**src/ahl_params.svh**
```systemverilog
/*
 * constants of the alarm history logger: timing figures and counts.
 * assumes it is included by bare name wherever the figures are needed.
 */
`ifndef AHL_PARAMS_SVH
`define AHL_PARAMS_SVH

// ==========================================================
// clock and time base
`define AHL_CLK_HZ 125000000
`define AHL_TICK_MS 100
`define AHL_TICK_CYCLES ((`AHL_CLK_HZ / 1000) * `AHL_TICK_MS)

// ==========================================================
// repeat window: one hour expressed in time-base ticks
`define AHL_REPEAT_S 3600
`define AHL_REPEAT_TICKS ((`AHL_REPEAT_S * 1000) / `AHL_TICK_MS)

// ==========================================================
// history shape
`define AHL_DEPTH 10
`define AHL_CODE_W 12
`define AHL_TIME_W 32

`endif

```
**src/ahl_pkg.sv**
```systemverilog
/*
 * types shared by the alarm history logger.
 * assumes ahl_params.svh is on the include path.
 */
`include "ahl_params.svh"

package ahl_pkg;
  // 32 bits of 100 ms ticks last about 13.6 years
  typedef logic [`AHL_TIME_W-1:0] ahl_time_t;
  typedef logic [3:0] ahl_index_t;
endpackage

```
**src/ahl_logger.sv**
```systemverilog
/*
 * alarm history logger: operating-time counter, ten-deep alarm history with
 * repeat suppression, clear command and newest-first read port.
 * assumes all inputs are synchronous to sys_clk and that a non-volatile copy,
 * if any, is kept outside; sys_rst stands for loss of control supply.
 */
// Operation
// - keep the ten most recent alarms, each with code and time stamp
// - operating time counts 100 ms steps while control and main power on
// - a logged alarm stores the current operating time as its stamp
// - operating time counter spans about 13 years without overflow
// - same code again within one hour of operating time is discarded
// - reading an empty position returns a distinct empty indication
// - only the clear command or sys_rst (control supply loss) erases history; alarm reset and main power loss keep it
`timescale 1ns/1ps
`include "ahl_params.svh"

module ahl_logger
  import ahl_pkg::*;
#(
  parameter int DEPTH = `AHL_DEPTH,
  parameter int CODE_W = `AHL_CODE_W,
  parameter int TICK_CYCLES = `AHL_TICK_CYCLES,
  parameter int REPEAT_TICKS = `AHL_REPEAT_TICKS
) (
  // clock and reset
  input wire logic sys_clk,
  input wire logic sys_rst,
  // supply status
  input wire logic ctrl_power_on,
  input wire logic main_power_on,
  // alarm events
  input wire logic alarm_valid,
  input wire logic [CODE_W-1:0] alarm_code,
  input wire logic alarm_reset,
  // history_clear_function command
  input wire logic history_clear,
  // alarm_history_view read port
  input wire logic view_req,
  input wire logic [3:0] view_index,
  output logic view_ack,
  output logic view_empty,
  output logic [CODE_W-1:0] view_code,
  output ahl_time_t view_stamp,
  // status
  output logic [3:0] entry_count,
  output ahl_time_t op_time
);

  // ==========================================================
  // elaboration checks
  // the shift check needs two slots and the count and index ports are 4 bits wide
  if (DEPTH < 2 || DEPTH > 15) begin : g_bad_depth
    $error("DEPTH must be 2 to 15");
  end
  if (TICK_CYCLES > 16777216) begin : g_bad_tick
    $error("TICK_CYCLES must fit the 24-bit prescaler");
  end
  if (CODE_W < 1) begin : g_bad_code
    $error("CODE_W must be positive");
  end
  if (TICK_CYCLES < 1 || REPEAT_TICKS < 1) begin : g_bad_time
    $error("TICK_CYCLES and REPEAT_TICKS must be positive");
  end

  localparam ahl_time_t TIME_MAX = '1;
  localparam logic [3:0] DEPTH_C = 4'(DEPTH);
  localparam logic [23:0] TICK_LAST = 24'(TICK_CYCLES - 1);
  localparam ahl_time_t REPEAT_C = ahl_time_t'(REPEAT_TICKS);

  // ==========================================================
  // operating-time base
  logic [23:0] presc;
  wire powered = ctrl_power_on & main_power_on;
  wire tick = powered & (presc == TICK_LAST);
  wire time_full = (op_time == TIME_MAX);

  // prescaler holds while either supply is off so partial steps are kept
  always_ff @(posedge sys_clk or posedge sys_rst) begin
    if (sys_rst) begin
      presc <= 24'h000000;
    end else if (powered) begin
      presc <= tick ? 24'h000000 : presc + 24'h000001;
    end
  end

  // saturates rather than wrapping, so stamps never run backwards
  always_ff @(posedge sys_clk or posedge sys_rst) begin
    if (sys_rst) begin
      op_time <= '0;
    end else if (tick && !time_full) begin
      op_time <= op_time + 32'h00000001;
    end
  end

  // ==========================================================
  // history storage, entry 0 newest
  logic [CODE_W-1:0] hist_code [DEPTH];
  ahl_time_t hist_stamp [DEPTH];
  logic [DEPTH-1:0] recent;

  // a match on any held entry within the window suppresses the repeat
  for (genvar i = 0; i < DEPTH; i++) begin : g_match
    wire held = (4'(i) < entry_count);
    wire same = (hist_code[i] == alarm_code);
    wire ahl_time_t age = op_time - hist_stamp[i];
    assign recent[i] = held & same & (age <= REPEAT_C);
  end

  // a clear in the same cycle empties first, so the new alarm is still kept
  wire suppress = (|recent) & ~history_clear;
  wire log_en = alarm_valid & ~suppress;
  wire [3:0] base_count = history_clear ? 4'h0 : entry_count;
  wire [3:0] next_count = log_en ? ((base_count == DEPTH_C) ? DEPTH_C : base_count + 4'h1)
                                 : base_count;

  // alarm_reset is deliberately not used here: the history outlives it
  always_ff @(posedge sys_clk or posedge sys_rst) begin
    if (sys_rst) begin
      entry_count <= 4'h0;
    end else begin
      entry_count <= next_count;
    end
  end

  for (genvar i = 0; i < DEPTH; i++) begin : g_entry
    if (i == 0) begin : g_head
      always_ff @(posedge sys_clk or posedge sys_rst) begin
        if (sys_rst) begin
          hist_code[i] <= '0;
          hist_stamp[i] <= '0;
        end else if (log_en) begin
          hist_code[i] <= alarm_code;
          hist_stamp[i] <= op_time;
        end
      end
    end else begin : g_tail
      // each older slot takes its younger neighbour; the oldest simply falls off
      always_ff @(posedge sys_clk or posedge sys_rst) begin
        if (sys_rst) begin
          hist_code[i] <= '0;
          hist_stamp[i] <= '0;
        end else if (log_en) begin
          hist_code[i] <= hist_code[i-1];
          hist_stamp[i] <= hist_stamp[i-1];
        end
      end
    end
  end

  // ==========================================================
  // read port
  // a read in the same cycle as a log sees the contents before the shift
  wire view_hit = (view_index < entry_count);
  wire [3:0] view_sel = view_hit ? view_index : 4'h0;

  always_ff @(posedge sys_clk or posedge sys_rst) begin
    if (sys_rst) begin
      view_ack <= 1'b0;
      view_empty <= 1'b0;
      view_code <= '0;
      view_stamp <= '0;
    end else begin
      view_ack <= view_req;
      if (view_req) begin
        view_empty <= ~view_hit;
        view_code <= view_hit ? hist_code[view_sel] : '0;
        view_stamp <= view_hit ? hist_stamp[view_sel] : '0;
      end
    end
  end
endmodule

```
**config.mk**
```make
export PLATFORM = sky130hd
export DESIGN_NAME = ahl_logger
export DESIGN_NICKNAME = d
export VERILOG_FILES = /design/src/ahl_pkg.sv /design/src/ahl_logger.sv
export VERILOG_INCLUDE_DIRS = /design/src
export SDC_FILE = /design/constraint.sdc
export NUM_CORES = 2
export LEC_CHECK = 0
export BUFFER_PORTS_ARGS = -buffer_cell sky130_fd_sc_hd__clkbuf_2
export CAP_MARGIN = 20
export CORE_ASPECT_RATIO = 0.75
export CORE_MARGIN = 3
export CORE_UTILIZATION = 60
export DETAILED_ROUTE_END_ITERATION = 8
export PLACE_DENSITY = 0.77
export SLEW_MARGIN = 25
export SYNTH_ARGS = -nofsm -noshare
export SYNTH_HDL_FRONTEND = slang
export SYNTH_SLANG_ARGS = --single-unit
```
**constraint.sdc**
```tcl
create_clock -name sys_clk -period 44.8 [get_ports sys_clk]
set_input_delay 4.48 -clock sys_clk [delete_from_list [all_inputs] [get_ports sys_clk]]
set_output_delay 4.48 -clock sys_clk [all_outputs]
set_load 0.005 [all_outputs]
```
==> flow_metrics.env <==
export IMPL_crit_path_start_kind="input pin"
export IMPL_timing_critical_path_fanout_max=68
export IMPL_critical_path_required_ns=45.33
export IMPL_fin_worst_skew_ns=0.0308
export IMPL_final_hold_violation_count=0
export IMPL_cts_hold_repair_buffers=0
export IMPL_synth_seq_cells=546
export IMPL_max_slew_margin_rel_pct=26.8
export IMPL_finalMaxSlewViolations=0
export IMPL_finalWirelength_mm=150
export IMPL_syn2layout_area_growth_pct=6.58
export IMPL_timing_max_cap_violations=0
export IMPL_synth_top_area_share_pct=30.2
export IMPL_min_delay_path_class="register to register"
export IMPL_final_net_count=5408
export IMPL_synth_async_sr_flop_share_pct=100
export IMPL_route_detailed_drc=0
export IMPL_clkSinkCount=546
export IMPL_number_of_global_route_vias_before_repair=38300
export IMPL_grtUsageTotal_pct=37.3
export IMPL_synth_area_top_cells="sky130_fd_sc_hd__dfrtp_1, sky130_fd_sc_hd__ha_1, sky130_fd_sc_hd__mux2i_1, sky130_fd_sc_hd__a21oi_1, sky130_fd_sc_hd__xnor2_1"
export IMPL_power_ir_vdd_worst_uv=29.5
export IMPL_fin_worst_hold_slack_ns=0.489
export IMPL_holdPathStages=1
export IMPL_run_status="completed"
export IMPL_route_antenna_remaining_nets=0
export IMPL_reg2reg_to="hist_stamp[295]"
export IMPL_placement_cell_area_sq_um=46200
export IMPL_regToRegSetupSlack_ns=35.86
export IMPL_port_buffers=104
export IMPL_syn_num_nets=5437
export IMPL_drive_above_1_share_pct=9.48
export IMPL_floorplan_die_area_sq_um=78800
export IMPL_synth_cell_types=103
export IMPL_place_hpwl_mm=114
export IMPL_preCtsSetupSlack_ns=33.27
export IMPL_fill_cells=6139
export IMPL_tritoncts_num_buffers=58
export IMPL_core_sq_um=74100
export IMPL_die_width_um=323
export IMPL_netlist_top_cell_by_area="sky130_fd_sc_hd__dfrtp_1"
export IMPL_report_final_setup_viol=0
export IMPL_grt_pass1_wl_mm=227
export IMPL_synth_yosys_seq_area_share_pct=30.2
export IMPL_synth_yosys_warnings=0
export IMPL_finalWeightedCongestion=1.00
export IMPL_power_per_unit_of_standard_cell_area_nw_per_um2=26.9
export IMPL_most_instantiated_flip_flop_cell_in_the_synthesis_netlist="sky130_fd_sc_hd__dfrtp_1"
export IMPL_hold_end="presc[2]"
export IMPL_clock_tree_htree_level_count=2
export IMPL_rows=86
export IMPL_antenna_violations_before_repair=7
export IMPL_final_cell_area_sq_um=48300
export IMPL_critPathCaptureType="register"
export IMPL_finalCriticalPeriod_ns=10.86
export IMPL_worst_endpoint_arrival_ns=11.39
export IMPL_worst_slew_pin_slew_ns=1.10
export IMPL_timing_hold_worst_start="presc[2]"
export IMPL_cts_resized_gates=0
export IMPL_timing_setup_critical_path_class="input pin to register"
export IMPL_syn_avg_cell_area_sq_um=8.89
export IMPL_power_static_leakage_nw=23.9
export IMPL_cts_repair_timing_setup_buffer_count=0
export IMPL_drt_vias_per_instance=6.61
export IMPL_worstSkewPairLatency_ns=0.65
export IMPL_syn_inst=5096
export IMPL_num_io_pins=106
export IMPL_reg2regPathDepth=16
export IMPL_min_period_over_period_pct=24.2
export IMPL_tritoncts="done"
export IMPL_start_util_pct=61.1
export IMPL_detailroute_via_count=40200
export IMPL_worst_slack_ns=33.94
export IMPL_post_synth_edffs=0
export IMPL_1st_pass_router_iterations=6
export IMPL_die_y_um=244
export IMPL_drt_iter0_markers=4014
export IMPL_fmaxAchievable_mhz=92.1
export IMPL_cts_path_max_buffers=3
export IMPL_grt_overflow_total=0
export IMPL_unrepaired_setup_endpoints_after_global_routing="false"
export IMPL_clk_pin_slew_ns=0.06
export IMPL_wire_per_inst_um=24.7
export IMPL_cts_root_buf="sky130_fd_sc_hd__clkbuf_16"
export IMPL_grt_max_degree=173
export IMPL_setup_tns_final_ns=0
export IMPL_regToRegStartpoint="op_time[0]"
export IMPL_syn_cell_area_sq_um=45300
==> through the flow <==
stage	std cells	util (%)	power, W
after global placement	5974	62.4	0.000775
after detailed placement	5974	62.4	0.000784
after floorplan	5096	-	0.000722
final	6086	65.1	0.00130
after global routing	6084	65.1	0.00134
after CTS	6083	65.0	0.00129
==> layout by cell type, fill, tap and decap left out, types with 18 or more instances in the layout <==
master,Yosys,layout
sky130_fd_sc_hd__a2111oi_0,21,21
sky130_fd_sc_hd__a211oi_1,67,67
sky130_fd_sc_hd__a21o_1,97,97
sky130_fd_sc_hd__a21oi_1,414,414
sky130_fd_sc_hd__a221oi_1,35,35
sky130_fd_sc_hd__a31oi_1,55,55
sky130_fd_sc_hd__and2_1,24,22
sky130_fd_sc_hd__and3_1,35,35
sky130_fd_sc_hd__buf_4,8,57
sky130_fd_sc_hd__clkbuf_16,0,59
sky130_fd_sc_hd__clkbuf_2,2,103
sky130_fd_sc_hd__clkinv_2,0,18
sky130_fd_sc_hd__dfrtp_1,546,546
sky130_fd_sc_hd__ha_1,317,317
sky130_fd_sc_hd__inv_1,417,416
sky130_fd_sc_hd__mux2_1,36,36
sky130_fd_sc_hd__mux2_2,50,50
sky130_fd_sc_hd__mux2_4,88,88
sky130_fd_sc_hd__mux2i_1,390,390
sky130_fd_sc_hd__mux4_2,22,22
sky130_fd_sc_hd__nand2_1,348,347
sky130_fd_sc_hd__nand2b_1,45,45
sky130_fd_sc_hd__nand3_1,108,108
sky130_fd_sc_hd__nand4_1,111,111
sky130_fd_sc_hd__nor2_1,343,343
sky130_fd_sc_hd__nor2b_1,45,45
sky130_fd_sc_hd__nor3_1,71,70
sky130_fd_sc_hd__nor4_1,41,41
sky130_fd_sc_hd__o2111ai_1,22,22
sky130_fd_sc_hd__o211ai_1,35,35
sky130_fd_sc_hd__o21a_1,34,33
sky130_fd_sc_hd__o21ai_0,253,253
sky130_fd_sc_hd__o21ai_1,27,26
sky130_fd_sc_hd__o21bai_1,22,22
sky130_fd_sc_hd__o22a_1,31,31
sky130_fd_sc_hd__o22ai_1,27,27
sky130_fd_sc_hd__o311ai_0,29,29
sky130_fd_sc_hd__o31ai_1,23,23
sky130_fd_sc_hd__xnor2_1,210,210
sky130_fd_sc_hd__xor2_1,155,155
==> metal layers <==
layer | global-route usage [%] | share of wire [%]
met5 | 0 | 0.018
met3 | 10.5 | 12
met4 | 10.2 | 2.8
met1 | 53.6 | 44
met2 | 54.8 | 42
==> cells by family after synthesis <==
| family | count (synthesis) | synth area share, % |
|---|---|---|
| AO/OA/AOI/OAI | 1347 | 19.4 |
| AND/OR/NAND/NOR | 1263 | 13.4 |
| buffers and inverters | 672 | 6.36 |
| multiplexers | 586 | 14.8 |
| flip-flops | 546 | 30.2 |
| XOR/XNOR | 365 | 7.06 |
| adder cells (fa/ha/maj) | 317 | 8.76 |
==> area by class of cell <==
class                      instances  area, sq um  share of cell area [%]
sequential                       546        13700                    28.3
antenna                            2         5.00                  0.0104
clock inverter                    33          347                   0.718
multi-input combinational       3878        28800                    59.6
tap                              968         1210                    2.51
timing repair buffer             166         1050                    2.18
inverter                         417         1570                    3.26
clock buffer                      76         1640                    3.40
==> worst max-delay path, stage by stage <==
cell                       delay (ns)
sky130_fd_sc_hd__clkbuf_2        0.46
sky130_fd_sc_hd__xor2_1          0.25
sky130_fd_sc_hd__nor4_1          0.12
sky130_fd_sc_hd__o311ai_0        0.16
sky130_fd_sc_hd__a221o_1         0.19
sky130_fd_sc_hd__nor3_1          0.04
sky130_fd_sc_hd__nand4_1         0.13
sky130_fd_sc_hd__nor4_1          0.08
sky130_fd_sc_hd__nand4_1         0.34
sky130_fd_sc_hd__o32ai_1         0.28
sky130_fd_sc_hd__a311o_1         0.49
sky130_fd_sc_hd__or3_1           0.55
sky130_fd_sc_hd__o21ai_4         0.80
sky130_fd_sc_hd__buf_6           0.74
sky130_fd_sc_hd__buf_4           0.92
sky130_fd_sc_hd__buf_4           0.81
sky130_fd_sc_hd__mux2_2          0.41
==> report_power, final <==
part / leakage (nW) / internal, W / total [W] / switching, W
sequential: 7.28 / 0.000532 / 0.000590 / 0.0000576
clock: 0.993 / 0.000293 / 0.000512 / 0.000219
combinational: 15.6 / 0.0000947 / 0.000195 / 0.000100
total: 23.9 / 0.000920 / 0.00130 / 0.000377
==> Yosys cell counts (111+ instances only) <==
| master | n |
|---|---|
| sky130_fd_sc_hd__nand2_1 | 348 |
| sky130_fd_sc_hd__xnor2_1 | 210 |
| sky130_fd_sc_hd__o21ai_0 | 253 |
| sky130_fd_sc_hd__mux2i_1 | 390 |
| sky130_fd_sc_hd__nor2_1 | 343 |
| sky130_fd_sc_hd__inv_1 | 417 |
| sky130_fd_sc_hd__dfrtp_1 | 546 |
| sky130_fd_sc_hd__clkbuf_1 | 163 |
| sky130_fd_sc_hd__ha_1 | 317 |
| sky130_fd_sc_hd__a21oi_1 | 414 |
| sky130_fd_sc_hd__nand4_1 | 111 |
| sky130_fd_sc_hd__xor2_1 | 155 |
==> flip-flops by register name, summed over array words and instances (netlist names) <==
signal,flops
hist_stamp,320
hist_code,120
op_time,32
view_stamp,32
presc,24
view_code,12
entry_count,4
view_ack,1
view_empty,1
==> worst max-delay path by stage <==
stage                  start               to  slack [ns]  cells past startpoint
6_report       alarm_code[6]  hist_stamp[295]       33.94                     17
4_1_cts        alarm_code[6]  hist_stamp[295]       33.93                     17
3_5_place_dp   alarm_code[6]  hist_stamp[297]       33.27                     17
5_1_grt        alarm_code[6]  hist_stamp[296]       33.83                     17
3_3_place_gp   alarm_code[5]  hist_stamp[295]       33.32                     17
2_1_floorplan        sys_rst   entry_count[0]       25.06                      1
Note: power is estimated with default switching activity, not from simulation.
